===== src/svr_cfg.svh =====
// Timing and level constants for the supervisor block.
`ifndef SVR_CFG_SVH
`define SVR_CFG_SVH
`define SVR_CLK_MHZ 125
`define SVR_RST_TIMEOUT_MS 200
`define SVR_WDOG_TIMEOUT_MS 1600
`define SVR_CS_DELAY_US 28
`define SVR_AUX_FALL_US 14
`define SVR_AUX_RISE_US 32
`define SVR_MS_CYCLES (`SVR_CLK_MHZ * 1000)
`define SVR_RST_CYCLES (`SVR_RST_TIMEOUT_MS * `SVR_MS_CYCLES)
`define SVR_WDOG_CYCLES (`SVR_WDOG_TIMEOUT_MS * `SVR_MS_CYCLES)
`define SVR_CS_CYCLES (`SVR_CS_DELAY_US * `SVR_CLK_MHZ)
`define SVR_AUX_FALL_CYCLES (`SVR_AUX_FALL_US * `SVR_CLK_MHZ)
`define SVR_AUX_RISE_CYCLES (`SVR_AUX_RISE_US * `SVR_CLK_MHZ)
`define SVR_CNT_W 32
`define SVR_ZERO 32'h0000_0000
`define SVR_ONE 32'h0000_0001
`endif


===== src/svr_pkg.sv =====
// Types shared by the supervisor block.
package svr_pkg;
  typedef enum logic [1:0] {SVR_RUN, SVR_HOLD, SVR_STRETCH} svr_rst_state_t;
endpackage


===== src/svr_sync.sv =====
// Two-flop synchroniser for asynchronous level inputs.
`timescale 1ns/1ns
`default_nettype none
module svr_sync #(
  parameter logic RESET_VAL = 1'b1
) (
  input wire logic clk_in,
  input wire logic rst_n_in,
  input wire logic d_in,
  output logic q_out
);
  logic meta_ff;
  always_ff @(posedge clk_in or negedge rst_n_in) begin
    if (!rst_n_in) begin
      meta_ff <= RESET_VAL;
      q_out <= RESET_VAL;
    end else begin
      meta_ff <= d_in;
      q_out <= meta_ff;
    end
  end
endmodule
`default_nettype wire


===== src/svr_top.sv =====
// Supervisor: reset stretch, watchdog, chip-select gate and early warnings.
// Summary of operation
// - Hold reset low while supply is low.
// - High reset is always complement of low reset.
// - Manual reset low stretches reset 200 ms.
// - Filter bouncing manual input; open reads high.
// - Fault low after 1.6 s without kick.
// - Kick edge or reset clears the watchdog.
// - Watchdog stopped while reset, starts on release.
// - Fault stays low until next kick edge or watchdog off.
// - Watchdog off during supply low or floating kick.
// - Looped fault gives periodic 200 ms resets.
// - Chip select passes normally, blocked in reset.
// - Power-down block comes 28 us after reset.
// - Power-up keeps chip select blocked until release.
// - Blocked chip select output forced high.
// - Supply warning precedes reset, hysteresis on release.
// - Aux fail low while monitor below trip.
// - Aux fail delays 14 us fall, 32 us rise.
// - Every reset lasts at least timeout after cause.
// - Supply low during stretch restarts count.
`timescale 1ns/1ns
`default_nettype none
`include "svr_cfg.svh"
module svr_top #(
  parameter int unsigned RST_CYCLES = `SVR_RST_CYCLES,
  parameter int unsigned WDOG_CYCLES = `SVR_WDOG_CYCLES,
  parameter int unsigned CS_CYCLES = `SVR_CS_CYCLES,
  parameter int unsigned AUX_FALL_CYCLES = `SVR_AUX_FALL_CYCLES,
  parameter int unsigned AUX_RISE_CYCLES = `SVR_AUX_RISE_CYCLES
) (
  input wire logic CLK_IN,
  input wire logic RST_N_IN,
  input wire logic SUPPLY_LOW_IN,
  input wire logic SUPPLY_WARN_IN,
  input wire logic MANUAL_RESET_IN,
  input wire logic WATCHDOG_KICK_IN,
  input wire logic KICK_FLOAT_IN,
  input wire logic CHIP_SELECT_N_IN,
  input wire logic AUX_MONITOR_IN,
  output logic RESET_N_OUT,
  output logic RESET_OUT,
  output logic WATCHDOG_FAULT_OUT,
  output logic CHIP_SELECT_N_OUT,
  output logic CHIP_SELECT_OE_OUT,
  output logic SUPPLY_WARN_N_OUT,
  output logic AUX_FAIL_OUT
);
  import svr_pkg::*;

  logic supply_low_s, supply_warn_s, manual_s, kick_s, float_s, cs_s, aux_s;
  logic kick_prev_ff;
  logic kick_edge;
  svr_rst_state_t rst_state_ff, nxt_rst_state;
  logic [`SVR_CNT_W-1:0] rst_cnt_ff;
  logic [`SVR_CNT_W-1:0] wd_cnt_ff;
  logic [`SVR_CNT_W-1:0] cs_cnt_ff;
  logic [`SVR_CNT_W-1:0] aux_cnt_ff;
  logic [`SVR_CNT_W-1:0] mr_cnt_ff;
  logic manual_clean_ff;
  logic cs_block_ff;
  logic rst_active;
  logic wd_enable;

  function automatic logic cnt_done(input logic [`SVR_CNT_W-1:0] cnt, input int unsigned lim);
    cnt_done = (cnt >= `SVR_CNT_W'(lim - 1));
  endfunction

  // Every asynchronous input passes two flops before any logic reads it.
  svr_sync #(.RESET_VAL(1'b1)) u_sync_low (
    .clk_in(CLK_IN),
    .rst_n_in(RST_N_IN),
    .d_in(SUPPLY_LOW_IN),
    .q_out(supply_low_s)
  );
  svr_sync #(.RESET_VAL(1'b0)) u_sync_warn (
    .clk_in(CLK_IN),
    .rst_n_in(RST_N_IN),
    .d_in(SUPPLY_WARN_IN),
    .q_out(supply_warn_s)
  );
  svr_sync #(.RESET_VAL(1'b1)) u_sync_mr (
    .clk_in(CLK_IN),
    .rst_n_in(RST_N_IN),
    .d_in(MANUAL_RESET_IN),
    .q_out(manual_s)
  );
  svr_sync #(.RESET_VAL(1'b0)) u_sync_kick (
    .clk_in(CLK_IN),
    .rst_n_in(RST_N_IN),
    .d_in(WATCHDOG_KICK_IN),
    .q_out(kick_s)
  );
  svr_sync #(.RESET_VAL(1'b0)) u_sync_float (
    .clk_in(CLK_IN),
    .rst_n_in(RST_N_IN),
    .d_in(KICK_FLOAT_IN),
    .q_out(float_s)
  );
  svr_sync #(.RESET_VAL(1'b1)) u_sync_cs (
    .clk_in(CLK_IN),
    .rst_n_in(RST_N_IN),
    .d_in(CHIP_SELECT_N_IN),
    .q_out(cs_s)
  );
  svr_sync #(.RESET_VAL(1'b1)) u_sync_aux (
    .clk_in(CLK_IN),
    .rst_n_in(RST_N_IN),
    .d_in(AUX_MONITOR_IN),
    .q_out(aux_s)
  );

  // A bouncing switch only pulls reset on the first low; the release must hold
  // high for a full millisecond before it counts, so bounce cannot end the pulse.
  always_ff @(posedge CLK_IN or negedge RST_N_IN) begin
    if (!RST_N_IN) begin
      manual_clean_ff <= 1'b1;
      mr_cnt_ff <= `SVR_ZERO;
    end else if (!manual_s) begin
      manual_clean_ff <= 1'b0;
      mr_cnt_ff <= `SVR_ZERO;
    end else if (!manual_clean_ff) begin
      if (cnt_done(mr_cnt_ff, `SVR_MS_CYCLES)) begin
        manual_clean_ff <= 1'b1;
      end
      mr_cnt_ff <= mr_cnt_ff + `SVR_ONE;
    end
  end

  assign rst_active = (rst_state_ff != SVR_RUN);

  always_comb begin
    nxt_rst_state = rst_state_ff;
    unique case (rst_state_ff)
      SVR_RUN: begin
        if (supply_low_s || !manual_clean_ff) begin
          nxt_rst_state = SVR_HOLD;
        end
      end
      SVR_HOLD: begin
        if (!supply_low_s && manual_clean_ff) begin
          nxt_rst_state = SVR_STRETCH;
        end
      end
      SVR_STRETCH: begin
        if (supply_low_s || !manual_clean_ff) begin
          nxt_rst_state = SVR_HOLD;
        end else if (cnt_done(rst_cnt_ff, RST_CYCLES)) begin
          nxt_rst_state = SVR_RUN;
        end
      end
    endcase
  end

  // Power-on starts in hold so the first release is stretched as well.
  always_ff @(posedge CLK_IN or negedge RST_N_IN) begin
    if (!RST_N_IN) begin
      rst_state_ff <= SVR_HOLD;
    end else begin
      rst_state_ff <= nxt_rst_state;
    end
  end

  always_ff @(posedge CLK_IN or negedge RST_N_IN) begin
    if (!RST_N_IN) begin
      rst_cnt_ff <= `SVR_ZERO;
    end else if (rst_state_ff == SVR_STRETCH && nxt_rst_state == SVR_STRETCH) begin
      rst_cnt_ff <= rst_cnt_ff + `SVR_ONE;
    end else begin
      rst_cnt_ff <= `SVR_ZERO;
    end
  end

  always_ff @(posedge CLK_IN or negedge RST_N_IN) begin
    if (!RST_N_IN) begin
      RESET_N_OUT <= 1'b0;
      RESET_OUT <= 1'b1;
    end else begin
      RESET_N_OUT <= (nxt_rst_state == SVR_RUN);
      RESET_OUT <= (nxt_rst_state != SVR_RUN);
    end
  end

  always_ff @(posedge CLK_IN or negedge RST_N_IN) begin
    if (!RST_N_IN) begin
      kick_prev_ff <= 1'b0;
    end else begin
      kick_prev_ff <= kick_s;
    end
  end
  assign kick_edge = kick_s ^ kick_prev_ff;
  assign wd_enable = !rst_active && !supply_low_s && !float_s;

  always_ff @(posedge CLK_IN or negedge RST_N_IN) begin
    if (!RST_N_IN) begin
      wd_cnt_ff <= `SVR_ZERO;
      WATCHDOG_FAULT_OUT <= 1'b1;
    end else if (!wd_enable || kick_edge) begin
      wd_cnt_ff <= `SVR_ZERO;
      WATCHDOG_FAULT_OUT <= 1'b1;
    end else if (cnt_done(wd_cnt_ff, WDOG_CYCLES)) begin
      WATCHDOG_FAULT_OUT <= 1'b0;
    end else begin
      wd_cnt_ff <= wd_cnt_ff + `SVR_ONE;
    end
  end

  // A supply-low reset keeps the gate open for the delay so a write in flight
  // can finish; any other reset, including power-up, blocks it at once.
  always_ff @(posedge CLK_IN or negedge RST_N_IN) begin
    if (!RST_N_IN) begin
      cs_block_ff <= 1'b1;
      cs_cnt_ff <= `SVR_ZERO;
    end else if (!rst_active) begin
      cs_block_ff <= 1'b0;
      cs_cnt_ff <= `SVR_ZERO;
    end else if (!cs_block_ff && supply_low_s && manual_clean_ff) begin
      if (cnt_done(cs_cnt_ff, CS_CYCLES)) begin
        cs_block_ff <= 1'b1;
      end
      cs_cnt_ff <= cs_cnt_ff + `SVR_ONE;
    end else begin
      cs_block_ff <= 1'b1;
    end
  end

  always_ff @(posedge CLK_IN or negedge RST_N_IN) begin
    if (!RST_N_IN) begin
      CHIP_SELECT_N_OUT <= 1'b1;
      CHIP_SELECT_OE_OUT <= 1'b1;
    end else begin
      CHIP_SELECT_N_OUT <= cs_block_ff ? 1'b1 : cs_s;
      CHIP_SELECT_OE_OUT <= 1'b1;
    end
  end

  // The warning comparator already applies its hysteresis; the block passes it.
  always_ff @(posedge CLK_IN or negedge RST_N_IN) begin
    if (!RST_N_IN) begin
      SUPPLY_WARN_N_OUT <= 1'b0;
    end else begin
      SUPPLY_WARN_N_OUT <= !supply_warn_s;
    end
  end

  // The monitor must differ from the output for the full delay before it flips.
  always_ff @(posedge CLK_IN or negedge RST_N_IN) begin
    if (!RST_N_IN) begin
      AUX_FAIL_OUT <= 1'b1;
      aux_cnt_ff <= `SVR_ZERO;
    end else if (aux_s == AUX_FAIL_OUT) begin
      aux_cnt_ff <= `SVR_ZERO;
    end else if (cnt_done(aux_cnt_ff, aux_s ? AUX_RISE_CYCLES : AUX_FALL_CYCLES)) begin
      AUX_FAIL_OUT <= aux_s;
      aux_cnt_ff <= `SVR_ZERO;
    end else begin
      aux_cnt_ff <= aux_cnt_ff + `SVR_ONE;
    end
  end

  reset_pair_a: assert property (@(posedge CLK_IN) disable iff (!RST_N_IN)
    RESET_OUT == !RESET_N_OUT) else $error("Reset outputs not complementary.");
  supply_reset_a: assert property (@(posedge CLK_IN) disable iff (!RST_N_IN)
    supply_low_s |=> !RESET_N_OUT) else $error("Reset not held in supply low.");
  manual_reset_a: assert property (@(posedge CLK_IN) disable iff (!RST_N_IN)
    !manual_s |=> ##1 !RESET_N_OUT) else $error("Manual reset ignored.");
  stretch_min_a: assert property (@(posedge CLK_IN) disable iff (!RST_N_IN)
    $rose(RESET_N_OUT) |-> rst_state_ff == SVR_RUN && $past(rst_state_ff) == SVR_STRETCH)
    else $error("Reset released without stretch.");
  wd_hold_a: assert property (@(posedge CLK_IN) disable iff (!RST_N_IN)
    rst_active |=> wd_cnt_ff == `SVR_ZERO && WATCHDOG_FAULT_OUT)
    else $error("Watchdog ran during reset.");
  wd_kick_a: assert property (@(posedge CLK_IN) disable iff (!RST_N_IN)
    kick_edge |=> WATCHDOG_FAULT_OUT) else $error("Kick did not clear fault.");
  wd_sticky_a: assert property (@(posedge CLK_IN) disable iff (!RST_N_IN)
    !WATCHDOG_FAULT_OUT && wd_enable && !kick_edge |=> !WATCHDOG_FAULT_OUT)
    else $error("Fault dropped without kick.");
  wd_float_a: assert property (@(posedge CLK_IN) disable iff (!RST_N_IN)
    float_s |=> WATCHDOG_FAULT_OUT) else $error("Fault with floating kick.");
  cs_block_a: assert property (@(posedge CLK_IN) disable iff (!RST_N_IN)
    cs_block_ff |=> CHIP_SELECT_N_OUT) else $error("Chip select not forced high.");
  cs_pass_a: assert property (@(posedge CLK_IN) disable iff (!RST_N_IN)
    !rst_active && !cs_block_ff |=> CHIP_SELECT_N_OUT == $past(cs_s))
    else $error("Chip select not passed.");

  // Some of the checks below pin the watchdog, stretch and manual-release delays to the counters that carry them, so an
  // off-by-one in those limits shows up at once rather than as a slow drift.
  supply_warn_a: assert property (@(posedge CLK_IN) disable iff (!RST_N_IN)
    1'b1 |=> SUPPLY_WARN_N_OUT == !$past(supply_warn_s))
    else $error("Warning output not passed.");

  aux_hold_a: assert property (@(posedge CLK_IN) disable iff (!RST_N_IN)
    aux_s == AUX_FAIL_OUT |=> $stable(AUX_FAIL_OUT))
    else $error("Aux output moved without cause.");

  aux_follow_a: assert property (@(posedge CLK_IN) disable iff (!RST_N_IN)
    $changed(AUX_FAIL_OUT) |-> AUX_FAIL_OUT == $past(aux_s))
    else $error("Aux output took a wrong level.");

  cs_stay_a: assert property (@(posedge CLK_IN) disable iff (!RST_N_IN)
    cs_block_ff && rst_active |=> cs_block_ff)
    else $error("Chip select opened during reset.");

  cs_open_a: assert property (@(posedge CLK_IN) disable iff (!RST_N_IN)
    !rst_active |=> !cs_block_ff)
    else $error("Chip select not opened after reset.");

  wd_timeout_a: assert property (@(posedge CLK_IN) disable iff (!RST_N_IN)
    wd_enable && !kick_edge && wd_cnt_ff == `SVR_CNT_W'(WDOG_CYCLES - 1)
    |=> !WATCHDOG_FAULT_OUT) else $error("Fault missing at timeout.");

  wd_early_a: assert property (@(posedge CLK_IN) disable iff (!RST_N_IN)
    WATCHDOG_FAULT_OUT && wd_cnt_ff < `SVR_CNT_W'(WDOG_CYCLES - 1)
    |=> WATCHDOG_FAULT_OUT) else $error("Fault before timeout.");

  rst_restart_a: assert property (@(posedge CLK_IN) disable iff (!RST_N_IN)
    rst_state_ff == SVR_STRETCH && supply_low_s |=> rst_cnt_ff == `SVR_ZERO)
    else $error("Stretch count not restarted.");

  stretch_hold_a: assert property (@(posedge CLK_IN) disable iff (!RST_N_IN)
    rst_state_ff == SVR_STRETCH && rst_cnt_ff < `SVR_CNT_W'(RST_CYCLES - 1)
    |=> !RESET_N_OUT) else $error("Reset released before timeout.");

  manual_filter_a: assert property (@(posedge CLK_IN) disable iff (!RST_N_IN)
    !manual_clean_ff && mr_cnt_ff < `SVR_CNT_W'(`SVR_MS_CYCLES - 1)
    |=> !manual_clean_ff) else $error("Manual release not filtered.");

  sync_delay_a: assert property (@(posedge CLK_IN) disable iff (!RST_N_IN)
    1'b1 |=> ##1 supply_low_s == $past(SUPPLY_LOW_IN, 2))
    else $error("Supply input not synchronised.");
endmodule
`default_nettype wire


===== config.mk =====
export PLATFORM = sky130hd
export DESIGN_NAME = svr_top
export DESIGN_NICKNAME = d
export VERILOG_FILES = /design/src/svr_pkg.sv /design/src/svr_sync.sv /design/src/svr_top.sv
export VERILOG_INCLUDE_DIRS = /design/src
export SDC_FILE = /design/constraint.sdc
export NUM_CORES = 1
export LEC_CHECK = 0
export BUFFER_PORTS_ARGS = -buffer_cell sky130_fd_sc_hd__buf_2
export CORE_AREA = 3 3 126 128
export DETAILED_ROUTE_END_ITERATION = 8
export DIE_AREA = 0 0 129 131
export HOLD_SLACK_MARGIN = 0.1
export PLACE_DENSITY = 0.76
export RECOVER_POWER = 25
export SLEW_MARGIN = 20
export SYNTH_ARGS = -nofsm -noshare
export SYNTH_HDL_FRONTEND = slang
export SYNTH_SLANG_ARGS = --single-unit

===== constraint.sdc =====
create_clock -name CLK_IN -period 5.85 [get_ports CLK_IN]
set_input_delay 0 -clock CLK_IN [delete_from_list [all_inputs] [get_ports CLK_IN]]
set_output_delay 0 -clock CLK_IN [all_outputs]
set_load 0.02 [all_outputs]

### Word level (Yosys, flattened, before mapping)

Index checks and enable logic that the tools add are counted.

* bits in registers: 185
* input bits: 9
* output and inout port bits: 7

* add/subtract/negate cells: 6
* $lt $le $gt $ge: 5
* eq/ne operators: 8
* multiplexer cells: 24
* bitwise gates (word level): 2
* reductions and logical operators: 21

Operators with widths (count)
* 32-bit 2-to-1 mux: 9
* 32-bit by 1-bit adder with 32-bit output (second input constant): 5
* 32-bit by 12-bit greater-or-equal comparator with 1-bit output (second input constant): 1
* 32-bit by 17-bit greater-or-equal comparator with 1-bit output (second input constant): 1
* 32-bit by 25-bit greater-or-equal comparator with 1-bit output (second input constant): 1
* 32-bit by 28-bit greater-or-equal comparator with 1-bit output (second input constant): 1
* 32-bit greater-or-equal comparator: 1
* 12-bit by 1-bit subtractor with 13-bit output (second input constant): 1
* 12-bit 2-to-1 mux: 1
* 1-bit 2-to-1 mux: 9
* 2-bit 2-to-1 mux: 4
* 1-bit zero test: 7
* 1-bit logical AND: 6
* 2-bit case mux with 3 select lines: 1
* 2-bit nonzero test: 3
* 2-bit equality test (second input constant): 2
* 2-bit zero test: 2
* 2-bit != test (second input constant): 2
* 3-bit by 2-bit != test with 1-bit output (second input constant): 1
* 2-bit by 1-bit equality test with 1-bit output (second input constant): 1
* 1-bit logical OR: 2
* 2-bit by 1-bit != test with 1-bit output (second input constant): 1
* 2-bit AND reduction: 1
* 1-bit equality test: 1
* 2 further kinds: 2

### Depth between registers and ports, before layout

* word-level depth: 7
* gate-level depth with buffers: 8

### Hierarchy

A second synthesis with hierarchy kept.

* cells, all modules: 828
* area total of the unflattened synthesis: 8590.7 sq um

By module, submodules not included
* svr_top: times used 1, cells each 814, area each 8230.4 sq um, sequential area each 4287.9 sq um
* svr_sync (u_sync_aux ...): times used 4, cells each 2, area each 52.6 sq um, sequential area each 52.6 sq um
* svr_sync (u_sync_float ...): times used 3, cells each 2, area each 50.0 sq um, sequential area each 50.0 sq um

### Least setup slack after synthesis

OpenSTA, ideal clock, no wires.

* path type: flip-flop to flip-flop
* start point: register wd_cnt_ff[0]
* end point: register wd_cnt_ff[24]
* library setup time: 78 ps
* data arrival time: 1853 ps
* data required time: 5772 ps
* slack: 3919 ps
* stages on the path, launching flop included: 8
* path buffers: 1
* cells stage by stage: dfrtp_1 ha_1 and4_1 nand2_1 a311oi_4 buf_6 or4_1 a21oi_1

* cells in the longest elaborated chain, start to end: 3

Ends and longest elaborated chain
* from (decl): RTL line svr_top.sv:56 `` logic [`SVR_CNT_W-1:0] wd_cnt_ff; ``
* from (signal assigned): RTL line svr_top.sv:196 `` wd_cnt_ff <= `SVR_ZERO; ``
* from (signal assigned): RTL line svr_top.sv:199 `` wd_cnt_ff <= `SVR_ZERO; ``
* from (signal assigned): RTL line svr_top.sv:204 `` wd_cnt_ff <= wd_cnt_ff + `SVR_ONE; ``
* 32-bit by 1-bit adder with 32-bit output (no line)
* 32-bit 2-to-1 mux: RTL line svr_top.sv:201 `end else if (cnt_done(wd_cnt_ff, WDOG_CYCLES)) begin`
* 32-bit 2-to-1 mux: RTL line svr_top.sv:198 `end else if (!wd_enable || kick_edge) begin`

Parallel ways exist; a longest one is shown, timed or not. The select of a mux whose other input is x is not followed.
A chain may end at the register's enable or synchronous reset.

==> impl_metrics.toml <==
[logic_synthesis]
postSynthCellCount = 873
synthFlopType = "dfrtp_1"
yosysWarnings = 0
yosysTopAreaCell = "dfrtp_1"
yosys.cell_types.count = 60
ys_async_sr_fraction = 1.000
synth-edff-count = 0
ys_seq_area_frac = 0.5237
syn-cell-area_mm2 = 0.008876
synth_top_area_frac = 0.4793
avgSynthCellArea_um2 = 10.17
synthTopCellsByArea = "dfrtp_1, xor2_1, nor2_1"
synth-seq-cells = 185

[die]
start_util = 0.5926
ios = 16
dieArea_mm2 = 0.01690
core_area_mm2 = 0.01498
rows = 45
dieHeight_um = 131
fp.dieW_um = 129

[critical_path]
crit_path_start_kind = "primary input"
startpoint = "RST_N_IN"
r2r-start = "rst_state_ff[1]$_DFF_PN0_"
worstPathArrival_ps = 3690
path_class = "primary input to asynchronous set/reset pin"
cp_max_fo = 134
reg2reg_depth = 7
end_kind = "asynchronous set/reset pin"
slowest_stage = "clkbuf_2"
cp_cell_sequence = "dlygate4sd3_1 -> clkbuf_2 -> buf_4"
critPathMaxStageDelay_ps = 2220
crit_required_ps = 6360
r2r_end = "wd_cnt_ff[27]$_DFFE_PN0P_"
reg2reg_slack_ps = 3410

[clock_tree]
cts_inserted_buffers = 17
post_cts_resized = 0
ctsLongestPathBuffers = 2
clock-sinks = 185
clock_latency_ps = 430
cts.clk_slew.worst_paths_ps = 60
cts_max_level = 4
cts_tree = "yes"
cts_root_buffer = "clkbuf_16"

[layout]
nNetsFinal = 931
final_cell_mix = "dfrtp_1, nor2_1, xor2_1, nand3_1, nand2_1"
final_common_cell = "dfrtp_1"
multi_input_area_mm2 = 0.004050
antenna_cells = 0
syn_to_final_growth_pct = 10.90
drive_gt1_frac = 0.09219
register_area_mm2 = 0.004648
finalCoreUtilization = 0.6572
fin_area_mm2 = 0.009843
fillers = 1172

[sta]
relSlewSlack = -1.129
period_needed_ps = 3182
setup-violations-final = 0
drv_slew = 135
max_freq_ghz = 0.3143
hold_viol_final = 0
skew_ps = 11.48
max_slew.worst_pin.slew_ps = 3193
tns_ps = 0
rsz0062_at_grt = "no"
fin_crit_sh = 0.5439
worst_slack_ps = 2668
holdWs_ps = 209.4

[min_path]
hp-class = "primary input to flip-flop"
min_from = "MANUAL_RESET_IN"
holdPathStages = 2
min_to = "u_sync_mr.meta_ff$_DFF_PN1_"

[placed_design]
dpl_cell_area_mm2 = 0.009149
dp_slack_ps = 3401
hpwl_mm = 10.27
gp_congestion = 0.8118
io_buffers = 14

[flow_run]
max_cap_viol_count = 1

[status]
violations = "capacitance limit, slew limit"
status = "finished, violations left"

[global_routing]
grtUsageTotal = 0.2027
grt_max_degree = 135
antenna_found_initial = 0
grt_overflow = 0
grt_pass1_wl_mm = 28.08
grt_pass1_vias = 6107

[drt]
via_per_inst = 5.747
drt_iter0_drc = 510
wl_per_cell_um = 14.43
vias = 6379
drt_drc_violations_left = 0
ant_nets = 0
drt-pass1-iter-count = 4
finalWirelength_mm = 16.02

[power_and_ir_drop]
worst_ir_drop_vdd_mv = 0.2884
cellPowerDensity_mw_per_mm2 = 259.2
p_leak_nw = 4.217
==> synth_stat cells, drive strengths merged, types with 2 or more instances <==
cell	n
o21ai	12
or4	13
a2111oi	3
nand3b	3
o31ai	10
inv	24
a31o	2
nor4	31
a21oi	28
nand3	54
dfrtp	170
a31oi	2
clkbuf	16
conb	2
mux2	4
or3	8
nor4b	2
a211oi	3
and2	10
nor3	22
buf	14
dfstp	15
and3	31
nand2b	7
ha	13
or2	6
nand2	49
mux2i	7
nor2b	10
xnor2	45
nor2	123
nand4	48
o211ai	3
and4	13
a41o	2
xor2	54
a21o	6
==> per-layer routing <==
| metal | global-route usage | routed length [µm] | share of wire |
|---|---|---|---|
| met2 | 0.3223 | 7565 | 0.47 |
| met5 | 0 | 0 | 0 |
| met1 | 0.2779 | 7724 | 0.48 |
| met4 | 0.07227 | 293 | 0.018 |
| met3 | 0.04350 | 436 | 0.027 |
==> cell families (layout without fill, tap and decap cells) <==
| family | count (synthesis) | count (layout) | synth area share |
|---|---|---|---|
| other | 2 | 20 | 0.0008461 |
| flip-flops | 185 | 185 | 0.5237 |
| adder cells (fa/ha/maj) | 13 | 13 | 0.01833 |
| XOR/XNOR | 99 | 99 | 0.09769 |
| buffers and inverters | 54 | 85 | 0.02833 |
| multiplexers | 11 | 11 | 0.01297 |
| AO/OA/AOI/OAI | 79 | 79 | 0.06414 |
| AND/OR/NAND/NOR | 430 | 430 | 0.2540 |
==> power breakdown <==
group	internal [mW]	leakage [nW]	switching (mW)
combinational	0.0106	1.45	0.0354
clock	0.728	0.302	0.474
sequential	1.30	2.47	0.00743
total	2.03	4.22	0.516
==> what timing repair did <==
action                                 CTS  global route
endpoints found under the hold margin  126             0
buffers inserted                         0             0
hold buffers                             8             0
==> sequential cells by signal, summed over array words and instances, names as in the netlist, 2 cells and up <==
| name | count |
|---|---|
| mr_cnt_ff | 32 |
| wd_cnt_ff | 32 |
| cs_cnt_ff | 32 |
| aux_cnt_ff | 32 |
| rst_state_ff | 2 |
| rst_cnt_ff | 32 |
==> worst max-delay path: cells and delay by family <==
family	cells	cell delay [ps]
buf+inv	3	3570
==> per-stage QoR <==
step                instances  power, mW
floorplan                 891      1.338
global placement         1070      1.370
detailed placement       1070      1.371
CTS                      1110      2.580
global route             1110      2.637
finish                   1110      2.551
==> how the worst max path moves through the flow <==
stage,slack (ps),to,cells after the start
2_1_floorplan,3920,wd_cnt_ff[24]$_DFFE_PN0P_,7
3_3_place_gp,3510,wd_cnt_ff[27]$_DFFE_PN0P_,7
3_5_place_dp,3400,wd_cnt_ff[27]$_DFFE_PN0P_,7
4_1_cts,3380,wd_cnt_ff[27]$_DFFE_PN0P_,7
5_1_grt,2020,cs_cnt_ff[20]$_DFFE_PN0P_,3
6_report,2670,cs_cnt_ff[25]$_DFFE_PN0P_,3
==> final cells by class <==
type                       count  share of cell area
inverter                      24            0.009152
clock inverter                11             0.01716
tap                          188             0.02390
timing repair buffer          29             0.02034
clock buffer                  21             0.04576
multi-input combinational    652              0.4115
sequential                   185              0.4722
Power figures use the tool's default switching activity.
